--- config.mk ---
export PLATFORM = sky130hd
export DESIGN_NAME = camera_gpio_line_control
export DESIGN_NICKNAME = d
export VERILOG_FILES = /design/src/rtl/gpio_line_pkg.sv /design/src/rtl/camera_gpio_line_control.sv /design/src/rtl/line_driver.sv /design/src/rtl/line_sync.sv
export SDC_FILE = /design/constraint.sdc
export NUM_CORES = 1
export LEC_CHECK = 0
export ABC_CLOCK_PERIOD_IN_PS = 2450
export BUFFER_PORTS_ARGS = -buffer_cell sky130_fd_sc_hd__buf_4
export CAP_MARGIN = 20
export CORE_MARGIN = 1.5
export CORE_UTILIZATION = 35
export CTS_BUF_LIST = sky130_fd_sc_hd__clkbuf_16
export DETAILED_ROUTE_END_ITERATION = 8
export HOLD_SLACK_MARGIN = 0.08
export SYNTH_ARGS = -nofsm -noshare
export SYNTH_HDL_FRONTEND = slang
export SYNTH_SLANG_ARGS = --single-unit
--- constraint.sdc ---
create_clock -name clk_i -period 2.45 [get_ports clk_i]
set_input_delay 0.1225 -clock clk_i [delete_from_list [all_inputs] [get_ports clk_i]]
set_output_delay 0.1225 -clock clk_i [all_outputs]
set_load 0.005 [all_outputs]
--- src/rtl/gpio_line_pkg.sv ---
// ==========================================================
// Shared constants and types for the GPIO line block
package gpio_line_pkg;

  // ==========================================================
  // Sizes
  localparam int NUM_LINES = 4; // Lines on the connector
  localparam int ADDR_W = 8; // Register byte address width
  localparam int SEL_W = 3; // Output select code width
  localparam int PICK_W = 2; // Line pick width

  // ==========================================================
  // Register byte offsets
  localparam logic [7:0] OFF_LINE_PICK = 8'h00; // Line pick, RW
  localparam logic [7:0] OFF_LINE_DIRECTION = 8'h04; // Picked dir, RW
  localparam logic [7:0] OFF_LINE_POLARITY_FLIP = 8'h08; // Picked flip
  localparam logic [7:0] OFF_LINE_LEVEL_READBACK = 8'h0C; // Picked, RO
  localparam logic [7:0] OFF_ALL_LINES_LEVEL_VECTOR = 8'h10; // RO
  localparam logic [7:0] OFF_LINE_OUTPUT_SELECT = 8'h14; // Picked src
  localparam logic [7:0] OFF_AUX_RAIL_ENABLE = 8'h18; // Rail, RW

  // ==========================================================
  // Field positions inside the data word
  localparam int FLD_BIT0 = 0; // Single-bit fields
  localparam int FLD_SEL_LSB = 0; // Output select low bit

  // ==========================================================
  // Bus answers
  localparam logic [1:0] RESP_OKAY = 2'h0; // Normal answer
  localparam logic [1:0] RESP_SLVERR = 2'h2; // Unmapped address

  // ==========================================================
  // Output select codes
  localparam logic [2:0] SRC_OFF = 3'h0; // Drive low, or high when the line's polarity flip is set
  localparam logic [2:0] SRC_LINE0 = 3'h1; // Loop back line 0
  localparam logic [2:0] SRC_LINE3 = 3'h4; // Loop back line 3
  localparam logic [2:0] SRC_EXPOSING = 3'h5; // Sensor exposing
  localparam logic [2:0] SRC_TRIG_WAIT = 3'h6; // Awaiting trigger
  localparam logic [2:0] SRC_SERIAL0 = 3'h7; // No serial here, driven as SRC_OFF

  // ==========================================================
  // Reset values
  localparam logic [1:0] RST_PICK = 2'h0; // Line 0 picked
  localparam logic RST_DIR = 1'b0; // Every line an input
  localparam logic RST_FLIP = 1'b0; // No inversion
  localparam logic RST_AUX = 1'b0; // Rail off

  // ==========================================================
  // Timing of the slow rail switch
  localparam int CLK_PERIOD_NS = 10; // 100 MHz
  localparam int AUX_SETTLE_NS = 1000; // Least switch time
  localparam int AUX_SETTLE_CYCLES =
    (AUX_SETTLE_NS + CLK_PERIOD_NS - 1) / CLK_PERIOD_NS;
  localparam int CNT_W = 8; // Settle counter width

  // ==========================================================
  // Types
  typedef enum logic {DIR_INPUT = 1'b0, DIR_OUTPUT = 1'b1} line_dir_t;

  // Per-line configuration
  typedef struct packed {
    line_dir_t line_direction; // Input or output
    logic line_polarity_flip; // Invert the line
    logic [2:0] line_output_select; // Source when output
  } line_cfg_t;

  // All lines' configuration together
  typedef line_cfg_t [3:0] line_cfg_vec_t;

endpackage : gpio_line_pkg

--- src/rtl/camera_gpio_line_control.sv ---
`timescale 1ns/1ps
// What this block does
// - Four lines, picked one at a time
// - Per-line input or output direction
// - Per-line inversion, both directions
// - Picked line readback: high reads one, or zero on an inverted input
// - Vector bit n shows line n
// - Vector sampled for all lines together
// - Output select acts only on outputs
// - Other-line source forms a loopback
// - Exposure source follows sensor exposing
// - Trigger-wait source follows trigger readiness
module camera_gpio_line_control
(
  input wire logic clk_i,
  input wire logic resetn_i,
  // AXI4-Lite write address
  input wire logic [gpio_line_pkg::ADDR_W-1:0] s_axi_awaddr_i,
  input wire logic [2:0] s_axi_awprot_i,
  input wire logic s_axi_awvalid_i,
  output logic s_axi_awready_o,
  // AXI4-Lite write data
  input wire logic [31:0] s_axi_wdata_i,
  input wire logic [3:0] s_axi_wstrb_i,
  input wire logic s_axi_wvalid_i,
  output logic s_axi_wready_o,
  // AXI4-Lite write response
  output logic [1:0] s_axi_bresp_o,
  output logic s_axi_bvalid_o,
  input wire logic s_axi_bready_i,
  // AXI4-Lite read address
  input wire logic [gpio_line_pkg::ADDR_W-1:0] s_axi_araddr_i,
  input wire logic [2:0] s_axi_arprot_i,
  input wire logic s_axi_arvalid_i,
  output logic s_axi_arready_o,
  // AXI4-Lite read data
  output logic [31:0] s_axi_rdata_o,
  output logic [1:0] s_axi_rresp_o,
  output logic s_axi_rvalid_o,
  input wire logic s_axi_rready_i,
  // Connector lines, split three ways
  input wire logic [gpio_line_pkg::NUM_LINES-1:0] line_in_i,
  output logic [gpio_line_pkg::NUM_LINES-1:0] line_out_o,
  output logic [gpio_line_pkg::NUM_LINES-1:0] line_oe_o,
  // Internal camera signals, same clock
  input wire logic sensor_exposing_flag_i,
  input wire logic awaiting_frame_trigger_i,
  // Aux supply rail switch
  output logic aux_rail_enable_o
);
  import gpio_line_pkg::*;

  // ==========================================================
  // Declarations
  typedef enum logic [1:0]
  {
    WS_IDLE = 2'b01, // Collecting address and data
    WS_RESP = 2'b10 // Response offered
  } wr_state_t;

  wr_state_t wr_state_r; // Write channel state
  logic aw_have_r; // Write address held
  logic w_have_r; // Write data held
  logic [ADDR_W-1:0] aw_addr_r; // Held write address
  logic [31:0] w_data_r; // Held write data
  logic w_lane0_r; // Low byte lane enabled
  logic [1:0] bresp_r; // Write answer
  logic rvalid_r; // Read answer pending
  logic [31:0] rdata_r; // Read answer data
  logic [1:0] rresp_r; // Read answer code
  logic [PICK_W-1:0] line_pick_r; // Picked line
  line_cfg_vec_t cfg_r; // Per-line settings
  logic aux_req_r; // Software rail request
  logic aux_on_r; // Rail as switched
  logic [CNT_W-1:0] aux_cnt_r; // Settle counter
  logic [NUM_LINES-1:0] pin_level; // Synchronised pins
  logic [NUM_LINES-1:0] level_r; // Line levels, one sample
  logic do_write; // Address and data both held
  logic rd_take; // Read address taken
  logic [31:0] rd_word; // Word for the read address
  logic rd_err; // Read address unmapped
  logic wr_err; // Write address unmapped

  // Address decode, used by writes only; reads decode in the read word selection
  function automatic logic addr_known(input logic [ADDR_W-1:0] a);
    return (a == OFF_LINE_PICK) || (a == OFF_LINE_DIRECTION) ||
      (a == OFF_LINE_POLARITY_FLIP) || (a == OFF_LINE_LEVEL_READBACK) ||
      (a == OFF_ALL_LINES_LEVEL_VECTOR) ||
      (a == OFF_LINE_OUTPUT_SELECT) || (a == OFF_AUX_RAIL_ENABLE);
  endfunction : addr_known

  // ==========================================================
  // Bus handshakes
  assign s_axi_awready_o = !aw_have_r && (wr_state_r == WS_IDLE);
  assign s_axi_wready_o = !w_have_r && (wr_state_r == WS_IDLE);
  assign s_axi_bvalid_o = (wr_state_r == WS_RESP);
  assign s_axi_bresp_o = bresp_r;
  assign s_axi_arready_o = !rvalid_r;
  assign s_axi_rvalid_o = rvalid_r;
  assign s_axi_rdata_o = rdata_r;
  assign s_axi_rresp_o = rresp_r;
  assign do_write = aw_have_r && w_have_r && (wr_state_r == WS_IDLE);
  assign rd_take = s_axi_arvalid_i && !rvalid_r;
  assign wr_err = !addr_known(aw_addr_r);
  assign aux_rail_enable_o = aux_on_r;

  // ==========================================================
  // Write address and data capture, either order
  always_ff @(posedge clk_i)
  begin
    if (!resetn_i)
    begin
      aw_have_r <= 1'b0;
      w_have_r <= 1'b0;
      aw_addr_r <= 8'h00;
      w_data_r <= 32'h0000_0000;
      w_lane0_r <= 1'b0;
    end
    else if (do_write)
    begin
      // Both consumed by the commit
      aw_have_r <= 1'b0;
      w_have_r <= 1'b0;
    end
    else
    begin
      // Address taken
      if (s_axi_awvalid_i && s_axi_awready_o)
      begin
        aw_have_r <= 1'b1;
        aw_addr_r <= s_axi_awaddr_i;
      end
      // Data taken
      if (s_axi_wvalid_i && s_axi_wready_o)
      begin
        w_have_r <= 1'b1;
        w_data_r <= s_axi_wdata_i;
        w_lane0_r <= s_axi_wstrb_i[0];
      end
    end
  end

  // ==========================================================
  // Write response state machine
  always_ff @(posedge clk_i)
  begin
    if (!resetn_i)
    begin
      wr_state_r <= WS_IDLE;
      bresp_r <= RESP_OKAY;
    end
    else
    begin
      case (wr_state_r)
        WS_IDLE:
        begin
          // Answer once both halves are in
          if (do_write)
          begin
            wr_state_r <= WS_RESP;
            bresp_r <= wr_err ? RESP_SLVERR : RESP_OKAY;
          end
        end
        WS_RESP:
        begin
          // Held until the master takes it
          if (s_axi_bready_i)
            wr_state_r <= WS_IDLE;
        end
        default:
          wr_state_r <= WS_IDLE;
      endcase
    end
  end

  // ==========================================================
  // Line pick and per-line settings
  always_ff @(posedge clk_i)
  begin
    if (!resetn_i)
    begin
      line_pick_r <= RST_PICK;
      for (int n = 0; n < NUM_LINES; n++)
      begin
        cfg_r[n].line_direction <= DIR_INPUT;
        cfg_r[n].line_polarity_flip <= RST_FLIP;
        cfg_r[n].line_output_select <= SRC_OFF;
      end
    end
    else if (do_write && w_lane0_r)
    begin
      if (aw_addr_r == OFF_LINE_PICK)
        line_pick_r <= w_data_r[PICK_W-1:0];
      else if (aw_addr_r == OFF_LINE_DIRECTION)
        cfg_r[line_pick_r].line_direction <=
          line_dir_t'(w_data_r[FLD_BIT0]);
      else if (aw_addr_r == OFF_LINE_POLARITY_FLIP)
        cfg_r[line_pick_r].line_polarity_flip <= w_data_r[FLD_BIT0];
      else if (aw_addr_r == OFF_LINE_OUTPUT_SELECT)
        cfg_r[line_pick_r].line_output_select <=
          w_data_r[FLD_SEL_LSB +: SEL_W];
    end
  end

  // ==========================================================
  // Aux rail request and slow switch
  always_ff @(posedge clk_i)
  begin
    if (!resetn_i)
    begin
      aux_req_r <= RST_AUX;
      aux_on_r <= RST_AUX;
      aux_cnt_r <= 8'h00;
    end
    else
    begin
      if (do_write && w_lane0_r && aw_addr_r == OFF_AUX_RAIL_ENABLE)
        aux_req_r <= w_data_r[FLD_BIT0];
      if (aux_on_r == aux_req_r)
        aux_cnt_r <= 8'h00;
      else if (aux_cnt_r == CNT_W'(AUX_SETTLE_CYCLES - 1))
      begin
        aux_on_r <= aux_req_r;
        aux_cnt_r <= 8'h00;
      end
      else
        aux_cnt_r <= aux_cnt_r + 8'h01;
    end
  end

  // ==========================================================
  // Pin synchroniser
  line_sync u_sync
  (
    .clk_i(clk_i),
    .resetn_i(resetn_i),
    .pin_i(line_in_i),
    .level_o(pin_level)
  );

  // ==========================================================
  // Line levels, all sampled in one cycle
  always_ff @(posedge clk_i)
  begin
    if (!resetn_i)
      level_r <= 4'h0;
    else
    begin
      for (int n = 0; n < NUM_LINES; n++)
      begin
        if (cfg_r[n].line_direction == DIR_INPUT)
          level_r[n] <= pin_level[n] ^ cfg_r[n].line_polarity_flip;
        // Output reads back the pin itself
        else
          level_r[n] <= pin_level[n];
      end
    end
  end

  // ==========================================================
  // Pin drivers
  line_driver u_drv
  (
    .clk_i(clk_i),
    .resetn_i(resetn_i),
    .cfg_i(cfg_r),
    .level_i(level_r),
    .sensor_exposing_flag_i(sensor_exposing_flag_i),
    .awaiting_frame_trigger_i(awaiting_frame_trigger_i),
    .line_out_o(line_out_o),
    .line_oe_o(line_oe_o)
  );

  // ==========================================================
  // Read word selection
  always_comb
  begin
    rd_word = 32'h0000_0000;
    rd_err = 1'b0;
    if (s_axi_araddr_i == OFF_LINE_PICK)
      rd_word[PICK_W-1:0] = line_pick_r;
    else if (s_axi_araddr_i == OFF_LINE_DIRECTION)
      rd_word[FLD_BIT0] = cfg_r[line_pick_r].line_direction;
    else if (s_axi_araddr_i == OFF_LINE_POLARITY_FLIP)
      rd_word[FLD_BIT0] = cfg_r[line_pick_r].line_polarity_flip;
    else if (s_axi_araddr_i == OFF_LINE_LEVEL_READBACK)
      rd_word[FLD_BIT0] = level_r[line_pick_r];
    else if (s_axi_araddr_i == OFF_ALL_LINES_LEVEL_VECTOR)
      rd_word[NUM_LINES-1:0] = level_r;
    else if (s_axi_araddr_i == OFF_LINE_OUTPUT_SELECT)
      rd_word[FLD_SEL_LSB +: SEL_W] =
        cfg_r[line_pick_r].line_output_select;
    else if (s_axi_araddr_i == OFF_AUX_RAIL_ENABLE)
      rd_word[FLD_BIT0] = aux_req_r;
    else
      rd_err = 1'b1;
  end

  // ==========================================================
  // Read answer register
  always_ff @(posedge clk_i)
  begin
    if (!resetn_i)
    begin
      rvalid_r <= 1'b0;
      rdata_r <= 32'h0000_0000;
      rresp_r <= RESP_OKAY;
    end
    else if (rd_take)
    begin
      rvalid_r <= 1'b1;
      rdata_r <= rd_word;
      rresp_r <= rd_err ? RESP_SLVERR : RESP_OKAY;
    end
    else if (s_axi_rready_i)
      rvalid_r <= 1'b0;
  end
endmodule : camera_gpio_line_control

--- src/rtl/line_driver.sv ---
`timescale 1ns/1ps
// ==========================================================
// Registered pin drivers for all lines
module line_driver
  import gpio_line_pkg::*;
(
  input wire logic clk_i,
  input wire logic resetn_i,
  input wire gpio_line_pkg::line_cfg_vec_t cfg_i,
  input wire logic [gpio_line_pkg::NUM_LINES-1:0] level_i,
  input wire logic sensor_exposing_flag_i,
  input wire logic awaiting_frame_trigger_i,
  output logic [gpio_line_pkg::NUM_LINES-1:0] line_out_o,
  output logic [gpio_line_pkg::NUM_LINES-1:0] line_oe_o
);
  // Driven values and enables
  logic [NUM_LINES-1:0] out_r;
  logic [NUM_LINES-1:0] oe_r;

  // Level of the chosen internal source
  function automatic logic src_level(input logic [2:0] sel,
    input logic [3:0] lvl, input logic expo, input logic trig);
    logic v;
    v = 1'b0;
    if (sel >= SRC_LINE0 && sel <= SRC_LINE3)
      v = lvl[2'(sel - SRC_LINE0)];
    else if (sel == SRC_EXPOSING)
      v = expo;
    else if (sel == SRC_TRIG_WAIT)
      v = trig;
    return v;
  endfunction : src_level

  // ==========================================================
  // Drive each line
  always_ff @(posedge clk_i)
  begin
    if (!resetn_i)
    begin
      out_r <= 4'h0;
      oe_r <= 4'h0;
    end
    else
    begin
      for (int n = 0; n < NUM_LINES; n++)
      begin
        oe_r[n] <= (cfg_i[n].line_direction == DIR_OUTPUT);
        out_r[n] <= (cfg_i[n].line_direction == DIR_OUTPUT) &&
          (src_level(cfg_i[n].line_output_select, level_i,
            sensor_exposing_flag_i, awaiting_frame_trigger_i) ^
           cfg_i[n].line_polarity_flip);
      end
    end
  end

  assign line_out_o = out_r;
  assign line_oe_o = oe_r;

endmodule : line_driver

--- src/rtl/line_sync.sv ---
`timescale 1ns/1ps
// ==========================================================
// Two-stage synchroniser for the connector pins
module line_sync
  import gpio_line_pkg::*;
(
  input wire logic clk_i,
  input wire logic resetn_i,
  input wire logic [gpio_line_pkg::NUM_LINES-1:0] pin_i,
  output logic [gpio_line_pkg::NUM_LINES-1:0] level_o
);
  // First stage, read only by the second
  logic [NUM_LINES-1:0] meta_r;
  // Second stage
  logic [NUM_LINES-1:0] level_r;

  // ==========================================================
  // Both stages
  always_ff @(posedge clk_i)
  begin
    if (!resetn_i)
    begin
      meta_r <= 4'h0;
      level_r <= 4'h0;
    end
    else
    begin
      meta_r <= pin_i;
      level_r <= meta_r;
    end
  end

  assign level_o = level_r;

endmodule : line_sync

# --- Yosys cells after proc, flatten, opt, wreduce, memory -nomap -nowiden ---
# Index checks and enable logic that the tools add are counted.
word_totals:
  out_inout_bits: 50
  register_bits: 77
  in_bits: 71
classes:
  n_mux: 71
  bitwise: 12
  n_addsub: 5
  n_eq_ne: 26
  order_cmp: 14
  reduce_logical: 40
ops:
  columns: ["cell", "n"]
  rows:
  - ["$bwmux W20", 3]
  - ["$mux W20", 3]
  - ["$eq A8 B5 Y1 const B", 6]
  - ["$mux W1", 40]
  - ["$eq A8 B4 Y1 const B", 4]
  - ["$demux W5 S2", 3]
  - ["$eq A3 B3 Y1 const B", 8]
  - ["$logic_and A1 B1 Y1", 18]
  - ["$eq A8 B3 Y1 const B", 2]
  - ["$logic_not A8 Y1", 2]
  - ["$lt A2 B3 Y1 const B", 5]
  - ["$mux W3", 5]
  - ["$mux W2", 7]
  - ["$ge A3 B1 Y1 const B", 4]
  - ["$le A3 B3 Y1 const B", 4]
  - ["$reduce_and A2 Y1", 6]
  - ["$bmux W1 S2", 5]
  - ["$bmux W5 S2", 1]
  - ["$mux W5", 2]
  - ["$add A8 B1 Y8 const B", 1]
  - ["$eq A8 B7 Y1 const B", 1]
  - ["$sub A2 B1 Y2 const B", 4]
  - ["$xor A1 B1 Y1", 8]
  - ["$logic_or A1 B1 Y1", 6]
  - ["15 further kinds", 20]

# --- Logic depth before layout (Yosys ltp) ---
# Gate-level depths: netlist of the first run.
depth:
  depth_word: 9
  mapped_depth: 7
  mapped_depth_nobuf: 6

# --- Cells and area by module ---
# Synthesis of the first run repeated with hierarchy kept, for this count alone.
hier_totals:
  cells_unflattened: 413
  area_unflattened_um2: 3903.7
modules_own_cells:
  columns: ["module", "cells_each", "instances", "area_per_inst_um2"]
  rows:
  - ["camera_gpio_line_control", 323, 1, 2985.4]
  - ["line_driver", 74, 1, 708.2]
  - ["line_sync", 16, 1, 210.2]

# --- Worst setup path after synthesis of the first run ---
# OpenSTA, ideal clock, no wires.
synth_path:
  path_kind: "register -> register"
  startpoint: "register line_pick_r[0]"
  endpoint: "register rdata_r[0] (netlist: s_axi_rdata_o[0])"
  arrival_time_ns: 2.018
  required_time_ns: 2.333
  path_stages_with_launch: 5
  setup_slack_ns: 0.314
  path_buffers: 1
  setup_time_ns: 0.117
  cell_sequence: "dfxtp_1 clkbuf_1 mux4_2 or4b_2 a32o_1"
synth_via:
  elab_chain_cells: 8
  elab_cells_between_ends: 10
  classes_between: "10 x mux"
synth_rtl:
  columns: ["item", "line", "rtl"]
  rows:
  - ["start, declared", "camera_gpio_line_control.sv:71", "logic [PICK_W-1:0] line_pick_r;"]
  - ["start signal, assigned", "camera_gpio_line_control.sv:193", "line_pick_r <= w_data_r[PICK_W-1:0];"]
  - ["$bmux W5 S2", "camera_gpio_line_control.sv:283, camera_gpio_line_control.sv:285, camera_gpio_line_control.sv:292", null]
  - ["$mux W5 (not written as such)", "camera_gpio_line_control.sv:292", "cfg_r[line_pick_r].line_output_select;"]
  - ["$mux W1", "camera_gpio_line_control.sv:290", "else if (s_axi_araddr_i == OFF_LINE_OUTPUT_SELECT)"]
  - ["$mux W3", "camera_gpio_line_control.sv:288", "else if (s_axi_araddr_i == OFF_ALL_LINES_LEVEL_VECTOR)"]
  - ["$mux W1", "camera_gpio_line_control.sv:286", "else if (s_axi_araddr_i == OFF_LINE_LEVEL_READBACK)"]
  - ["$mux W1", "camera_gpio_line_control.sv:284", "else if (s_axi_araddr_i == OFF_LINE_POLARITY_FLIP)"]
  - ["$mux W1", "camera_gpio_line_control.sv:282", "else if (s_axi_araddr_i == OFF_LINE_DIRECTION)"]
  - ["$mux W2 (*)", "camera_gpio_line_control.sv:280", "if (s_axi_araddr_i == OFF_LINE_PICK)"]
  - ["end signal, assigned", "camera_gpio_line_control.sv:312", "rdata_r <= rd_word;"]
  - ["end, declared", "camera_gpio_line_control.sv:69", "logic [31:0] rdata_r;"]
# Every way passes the cells marked *; elsewhere a longest branch is shown, timed or not. The select of a mux whose other input is x is not followed.
# A chain may end at the register's enable or synchronous reset.

# --- Worst setup path after layout of the first run ---
layout_path:
  startpoint: "register aw_addr_r[5]"
  endpoint: "register cfg_r[14] in the netlist's numbering"
layout_via:
  elab_chain_cells: 3
  elab_cells_between_ends: 9
  classes_between: "3 x eq/ne; 2 x mux; 1 x bitwise; 3 x reduce/logical"
layout_rtl:
  columns: ["item", "line", "rtl"]
  rows:
  - ["start, declared", "camera_gpio_line_control.sv:64", "logic [ADDR_W-1:0] aw_addr_r;"]
  - ["start signal, assigned", "camera_gpio_line_control.sv:131", "aw_addr_r <= s_axi_awaddr_i;"]
  - ["$eq A8 B3 Y1, or another cell as far along", "camera_gpio_line_control.sv:194", "else if (aw_addr_r == OFF_LINE_DIRECTION)"]
  - ["$reduce_bool A3 Y1 (no source line), or another cell as far along", null, null]
  - ["$reduce_and A3 Y1 (no source line) / $mux W20 (equally long branches)", null, null]
  - ["end, declared", "camera_gpio_line_control.sv:72", "line_cfg_vec_t cfg_r;"]
# Parallel ways exist; a longest one is shown, timed or not.

==> flow_metrics.tcl, run 1 <==
set metrics [dict create \
    drt_first_pass_iters 4 \
    cts-htree-levels 3 \
    setup_violations 0 \
    tightest_slew_ps 688 \
    globalplace.congestion 0.824 \
    synth_edf_count 0 \
    wl_um 9070 \
    die_w_um 109 \
    vias 3237 \
    cellInternalPower_uw 2150 \
    placedInstanceArea_um2 4310 \
    vias_per_cell 5.07 \
    wl_per_cell_um 14.2 \
    slew_headroom 0.541 \
    yosysWarningCount 0 \
    fin_skew_ps 7.83 \
    grt-ovfl-total 0 \
    maxCapViolCount 0 \
    cts_tree "yes" \
    critPathLaunchType "flop" \
    cpLargestDelayFamily "simple AND/OR/NAND/NOR gates" \
    dieArea_um2 11800 \
    p_sw_frac 0.232 \
    clkTransAtPathRegs_ps 50 \
    net-switching-power_uw 647 \
    cp-end-kind "flop" \
    power_frac_seq 0.460 \
    total_power_uw 2790 \
    grt_pass1_wl_um 14500 \
    hold_viol_final 0 \
    seqCellArea_um2 1500 \
    io_buffer_count 52 \
    multi_input_area_um2 2120 \
    outcome "complete, no violations" \
    nets 577 \
    grt_pass1_vias 3013 \
    grt_max_degree 26 \
    tns_ps 0 \
    p_comb_frac 0.085 \
    powerDensity_nw_per_um2 587 \
    cp.arrival_ps 2440 \
    ys_ff_latch 75 \
    synth.cell_area_um2 3900 \
    synthDistinctLibCells 48 \
    async_flop_share 0 \
    rr_worst_depth 5 \
    r2r-end "cfg_r[14]$_SDFFE_PN0P_" \
    final_area_um2 4760 \
    io_pins 121 \
    antenna_found_initial 0 \
    critPathKind "reg -> reg" \
    cp_num_cells 5 \
    period_share 0.911 \
    antenna_left 0 \
    postSynthCellCount 430 \
    hp-class "in -> reg" \
    diodes 0 \
    rsz0062_at_grt "false" \
    slew_violations 0 \
    slowest_stage "or4b_1" \
    die_y_um 109 \
    r2r_start "aw_addr_r[5]$_SDFFE_PN0P_" \
    syn_avg_cell_area_um2 9.07 \
    drive_gt1_frac 0.189 \
    cts_resized 0 \
    r2r_slack_ps 220 \
    initial_core_util 0.360 \
    place.detailed.hpwl_um 6510 \
    clockBufferDepth 2 \
    required_ps 2660 \
    peakVddDrop_uv 357 \
    synth-seq-area-share 0.385 \
    max_stage_delay_ps 620 \
    crit_path_end "cfg_r[14]$_SDFFE_PN0P_" \
    drtIter0Drc 173 \
    worst-path-max-fanout 12 \
    critPathLaunch "aw_addr_r[5]$_SDFFE_PN0P_" \
    ys.flop_type "dfxtp_1" \
    numCtsBuffers 9 \
    grtUsageTotal 0.161 \
    fmax_mhz 448 \
    core-area_um2 10800 \
    drc 0 \
    rows 38 \
    cp.buffers_inverters 1 \
    clock_sinks 75 \
    fin_crit_ps 2230 \
    fillCellCount 1082 \
    power.leakage_uw 0.00192 \
    worstPathCellList "or4_4 -> or4b_1 -> buf_4 -> o31ai_1 -> a21oi_1" \
    clockPowerShare 0.454 \
    cts_root_buffer "clkbuf_16" \
    synthToLayoutAreaGrowth_pct 22.1 \
    clk_latency_ps 330 \
]
metal layers:
layer / track usage / routed length, um / up-vias
li1: - / - / 1601
met1: 0.203 / 4190 / 1526
met2: 0.264 / 4310 / 96
met3: 0.0404 / 407 / 14
met4: 0.0583 / 164 / 0
met5: 0 / 0 / -
worst min-delay path, stage by stage:
cell     delay, ps
buf_4           80
nor4b_1         70
a21oi_1        120
state kept, by name, summed over array words and instances (netlist names):
signal and count:
aux_rail_enable_o 1, aux_cnt_r 8, w_lane0_r 1, wr_state_r 2
u_drv.line_oe_o 4, s_axi_bresp_o 1, level_r 4, aux_req_r 1
aw_addr_r 8, u_drv.line_out_o 4, line_pick_r 2, s_axi_rdata_o 4
cfg_r 20, w_have_r 1, u_sync.level_o 4, s_axi_rresp_o 1
aw_have_r 1, u_sync.meta_r 4, s_axi_rvalid_o 1, w_data_r 3
power by group through the flow:
stage	clock, uW	sequential, uW	combinational (uW)
after floorplan	0	1300	169
after global placement	0	1310	213
after detailed placement	0	1310	217
after CTS	1290	1290	239
after global routing	1340	1290	266
final	1270	1290	239
layout by cell type, fill, tap and decap left out, types with 4 or more instances in the layout:
cell,synthesis,final
dfxtp_1,75,75
conb_1,1,30
xnor2_1,8,8
o221a_2,4,4
and3b_1,8,8
mux4_2,10,10
mux2i_1,12,12
inv_1,17,18
nand3_1,11,11
clkbuf_16,0,9
nand4_1,17,17
and2_1,15,15
dlygate4sd3_1,0,17
a21oi_1,31,31
o21ai_0,9,9
ha_1,13,13
nor2b_1,10,10
a21o_1,4,4
buf_4,30,59
nor3b_1,6,6
o31ai_1,18,18
nand2b_1,7,7
nor3_1,10,10
nand2_1,32,32
nor2_1,27,27
cell type report:
| class | count | area share |
|---|---|---|
| clock buffer | 9 | 0.0473 |
| clock inverter | 7 | 0.0126 |
| inverter | 17 | 0.0134 |
| multi-input combinational | 314 | 0.446 |
| sequential | 75 | 0.315 |
| tap | 140 | 0.0368 |
| timing repair buffer | 76 | 0.129 |
how the worst min path moves through the flow:
stage                                  from                       endpoint  slack, ps  depth (start not counted)
final                     s_axi_araddr_i[7]  s_axi_rresp_o[1]$_SDFFE_PN0P_        100                          3
after global routing      s_axi_araddr_i[7]  s_axi_rresp_o[1]$_SDFFE_PN0P_        100                          3
after CTS                 s_axi_araddr_i[7]  s_axi_rresp_o[1]$_SDFFE_PN0P_         90                          3
after detailed placement       line_in_i[0]    u_sync.meta_r[0]$_SDFF_PN0_        340                          2
after global placement         line_in_i[2]    u_sync.meta_r[2]$_SDFF_PN0_        330                          2
after floorplan                line_in_i[0]    u_sync.meta_r[0]$_SDFF_PN0_        250                          1
synth_stat cells (6+ instances only):
| cell | instances | share of area |
|---|---|---|
| a21oi_1 | 31 | 0.040 |
| and2_1 | 15 | 0.024 |
| and3b_1 | 8 | 0.018 |
| buf_4 | 30 | 0.058 |
| clkbuf_1 | 20 | 0.019 |
| dfxtp_1 | 75 | 0.38 |
| ha_1 | 13 | 0.042 |
| inv_1 | 17 | 0.016 |
| mux2i_1 | 12 | 0.031 |
| mux4_2 | 10 | 0.058 |
| nand2_1 | 32 | 0.031 |
| nand2b_1 | 7 | 0.011 |
| nand3_1 | 11 | 0.014 |
| nand4_1 | 17 | 0.027 |
| nor2_1 | 27 | 0.026 |
| nor2b_1 | 10 | 0.016 |
| nor3_1 | 10 | 0.013 |
| nor3b_1 | 6 | 0.012 |
| o21ai_0 | 9 | 0.012 |
| o31ai_1 | 18 | 0.035 |
| xnor2_1 | 8 | 0.018 |
per-stage QoR:
step / setup WS, ps / util / std cells / hold slack, ps
floorplan: 314 / - / 459 / 250
global placement: 279 / 0.397 / 605 / 333
detailed placement: 236 / 0.397 / 605 / 337
CTS: 228 / 0.439 / 638 / 94.1
global route: 100 / 0.439 / 638 / 101
finish: 218 / 0.439 / 638 / 100
logic make-up (layout without fill, tap and decap cells):
family          Yosys count  in the layout  synth area share
other cells               1             30          0.000962
buf+inv                  70            109            0.0988
mux                      22             22            0.0885
fa+ha+maj                13             13            0.0417
compound gates           76             76             0.128
flops                    75             75             0.385
simple gates            162            162             0.233
xor+xnor                 11             11            0.0247
repair_timing:
| action | 4_1_cts | 5_1_grt |
|---|---|---|
| hold buffers | 17 | 0 |
| buffers inserted | 0 | 0 |
| endpoints found under the setup margin | 0 | 0 |
| endpoints found under the hold margin | 17 | 0 |
Note: power is estimated with default switching activity, not from simulation.
==> run 2: changes to the inputs <==
--- a/config.mk
+++ b/config.mk
@@ -6,7 +6,7 @@
 export NUM_CORES = 1
 export LEC_CHECK = 0
 export ABC_CLOCK_PERIOD_IN_PS = 2450
-export BUFFER_PORTS_ARGS = -buffer_cell sky130_fd_sc_hd__buf_4
+export BUFFER_PORTS_ARGS = -buffer_cell sky130_fd_sc_hd__buf_2
 export CAP_MARGIN = 20
 export CORE_MARGIN = 1.5
 export CORE_UTILIZATION = 35
==> run 2 against run 1 <==
Against the previous run: clock skew is 2.3 ps lower; die area stayed put; routed wire length grew 1.1%; critical path depth is the same.
==> flow_metrics.tcl, run 2 (synthesis gave the netlist of run 1 again) <==
set metrics [dict create \
    dp_slack_ps 241 \
    hold_viol_final 0 \
    drc 0 \
    cp-end-kind "flop" \
    period_share 0.920 \
    slew_violations 0 \
    wl_per_cell_um 14.4 \
    antenna_left 0 \
    worst-path-max-fanout 12 \
    largestRegisters "cfg_r: 20 flops, aux_cnt_r: 8 flops, aw_addr_r: 8 flops" \
    vias_per_cell 5.05 \
    globalplace.congestion 0.804 \
    cpLargestDelayFamily "simple AND/OR/NAND/NOR gates" \
    die_y_um 109 \
    antenna_found_initial 0 \
    grt-ovfl-total 0 \
    slowest_stage "or4b_1" \
    clk_latency_ps 330 \
    cts_root_buffer "clkbuf_16" \
    critPathLaunch "aw_addr_r[5]$_SDFFE_PN0P_" \
    io_pins 121 \
    maxCapViolCount 0 \
    die_w_um 109 \
    cts_tree "yes" \
    core-area_um2 10800 \
    grtUsageTotal 0.164 \
    final_cell_mix "75 x dfxtp_1, 52 x buf_2, 32 x nand2_1" \
    peakVddDrop_uv 399 \
    rr_worst_depth 5 \
    clockBufferDepth 2 \
    powerDensity_nw_per_um2 655 \
    grt_pass1_vias 3058 \
    clkTransAtPathRegs_ps 60 \
    setup_violations 0 \
    cts_resized 0 \
    cp_num_cells 5 \
    synthToLayoutAreaGrowth_pct 20.8 \
    post-cts-setup-buffers 0 \
    timing.final.ws_setup_ps 197 \
    critPathLaunchType "flop" \
    place.detailed.hpwl_um 6540 \
    diodes 0 \
    required_ps 2660 \
    cp.buffers_inverters 1 \
    placed_cells 606 \
    io_buffer_count 52 \
    fin_crit_ps 2250 \
    numCtsBuffers 9 \
    rows 38 \
    vias 3228 \
    r2r_slack_ps 200 \
    largest_register_ffs 20 \
    tns_ps 0 \
    slew_headroom 0.493 \
    r2r-end "cfg_r[12]$_SDFFE_PN0P_" \
    tightest_slew_ps 760 \
    final_common_cell "dfxtp_1" \
    drt_first_pass_iters 6 \
    power.leakage_uw 0.00193 \
    rsz0062_at_grt "false" \
    r2r_start "aw_addr_r[5]$_SDFFE_PN0P_" \
    hp-class "in -> reg" \
    worstPathCellList "or4_4 -> or4b_1 -> buf_4 -> o31ai_1 -> a21oi_1" \
    nets 578 \
    wl_um 9180 \
    fmax_mhz 444 \
    drtIter0Drc 162 \
    fin_skew_ps 5.50 \
    grt_pass1_wl_um 14800 \
    initial_core_util 0.360 \
    cts_hold_buf 17 \
    max_stage_delay_ps 620 \
    placedInstanceArea_um2 4180 \
    clock_sinks 75 \
    cts-htree-levels 3 \
    grt_max_degree 25 \
    final-instance-count-excl-fill 639 \
    largest-register "cfg_r" \
    min_path_cells 3 \
    outcome "complete, no violations" \
    final_area_um2 4710 \
    min_from "s_axi_araddr_i[1]" \
    drive_gt1_frac 0.188 \
    crit_path_end "cfg_r[12]$_SDFFE_PN0P_" \
    critPathKind "reg -> reg" \
    cp.arrival_ps 2460 \
    dieArea_um2 11800 \
]
-- run 2: per-layer routing --
| layer | share of wire | track usage | wire (um) | vias to the layer above |
|---|---|---|---|---|
| met3 | 0.044 | 0.0356 | 400 | 20 |
| met2 | 0.47 | 0.273 | 4300 | 102 |
| met1 | 0.46 | 0.202 | 4240 | 1511 |
| met5 | 0 | 0 | 0 | - |
| met4 | 0.026 | 0.0771 | 239 | 0 |
| li1 | - | - | - | 1595 |
-- run 2: worst min path at each step --
stage | to | slack, ps
after floorplan | u_sync.meta_r[0]$_SDFF_PN0_ | 250
after global placement | u_sync.meta_r[2]$_SDFF_PN0_ | 330
after detailed placement | u_sync.meta_r[2]$_SDFF_PN0_ | 330
after CTS | s_axi_rresp_o[1]$_SDFFE_PN0P_ | 120
after global routing | s_axi_rresp_o[1]$_SDFFE_PN0P_ | 120
final | s_axi_rresp_o[1]$_SDFFE_PN0P_ | 130
-- run 2: tightest hold or removal path, stage by stage --
cell and delay, ps:
buf_2 90, nor4b_1 80, a21oi_1 130
-- run 2: layout make-up --
type	instances	area, um2
clock buffer	9	225
clock inverter	7	131
fill	1086	6130
inverter	17	63.8
multi-input combinational	314	2120
sequential	75	1500
tap	140	175
timing repair buffer	77	490
-- run 2: report_power, final --
| group | total (uW) | switching [uW] | internal [uW] |
|---|---|---|---|
| clock network | 1580 | 492 | 1090 |
| logic | 219 | 118 | 101 |
| registers | 1290 | 34.4 | 1250 |
-- run 2: metrics by stage --
stage,utilization,hold WS (ps),power [uW]
after floorplan,-,250,1470
after global placement,0.386,334,1510
after detailed placement,0.386,334,1510
after CTS,0.434,118,3120
after global routing,0.434,123,3200
final,0.434,125,3080
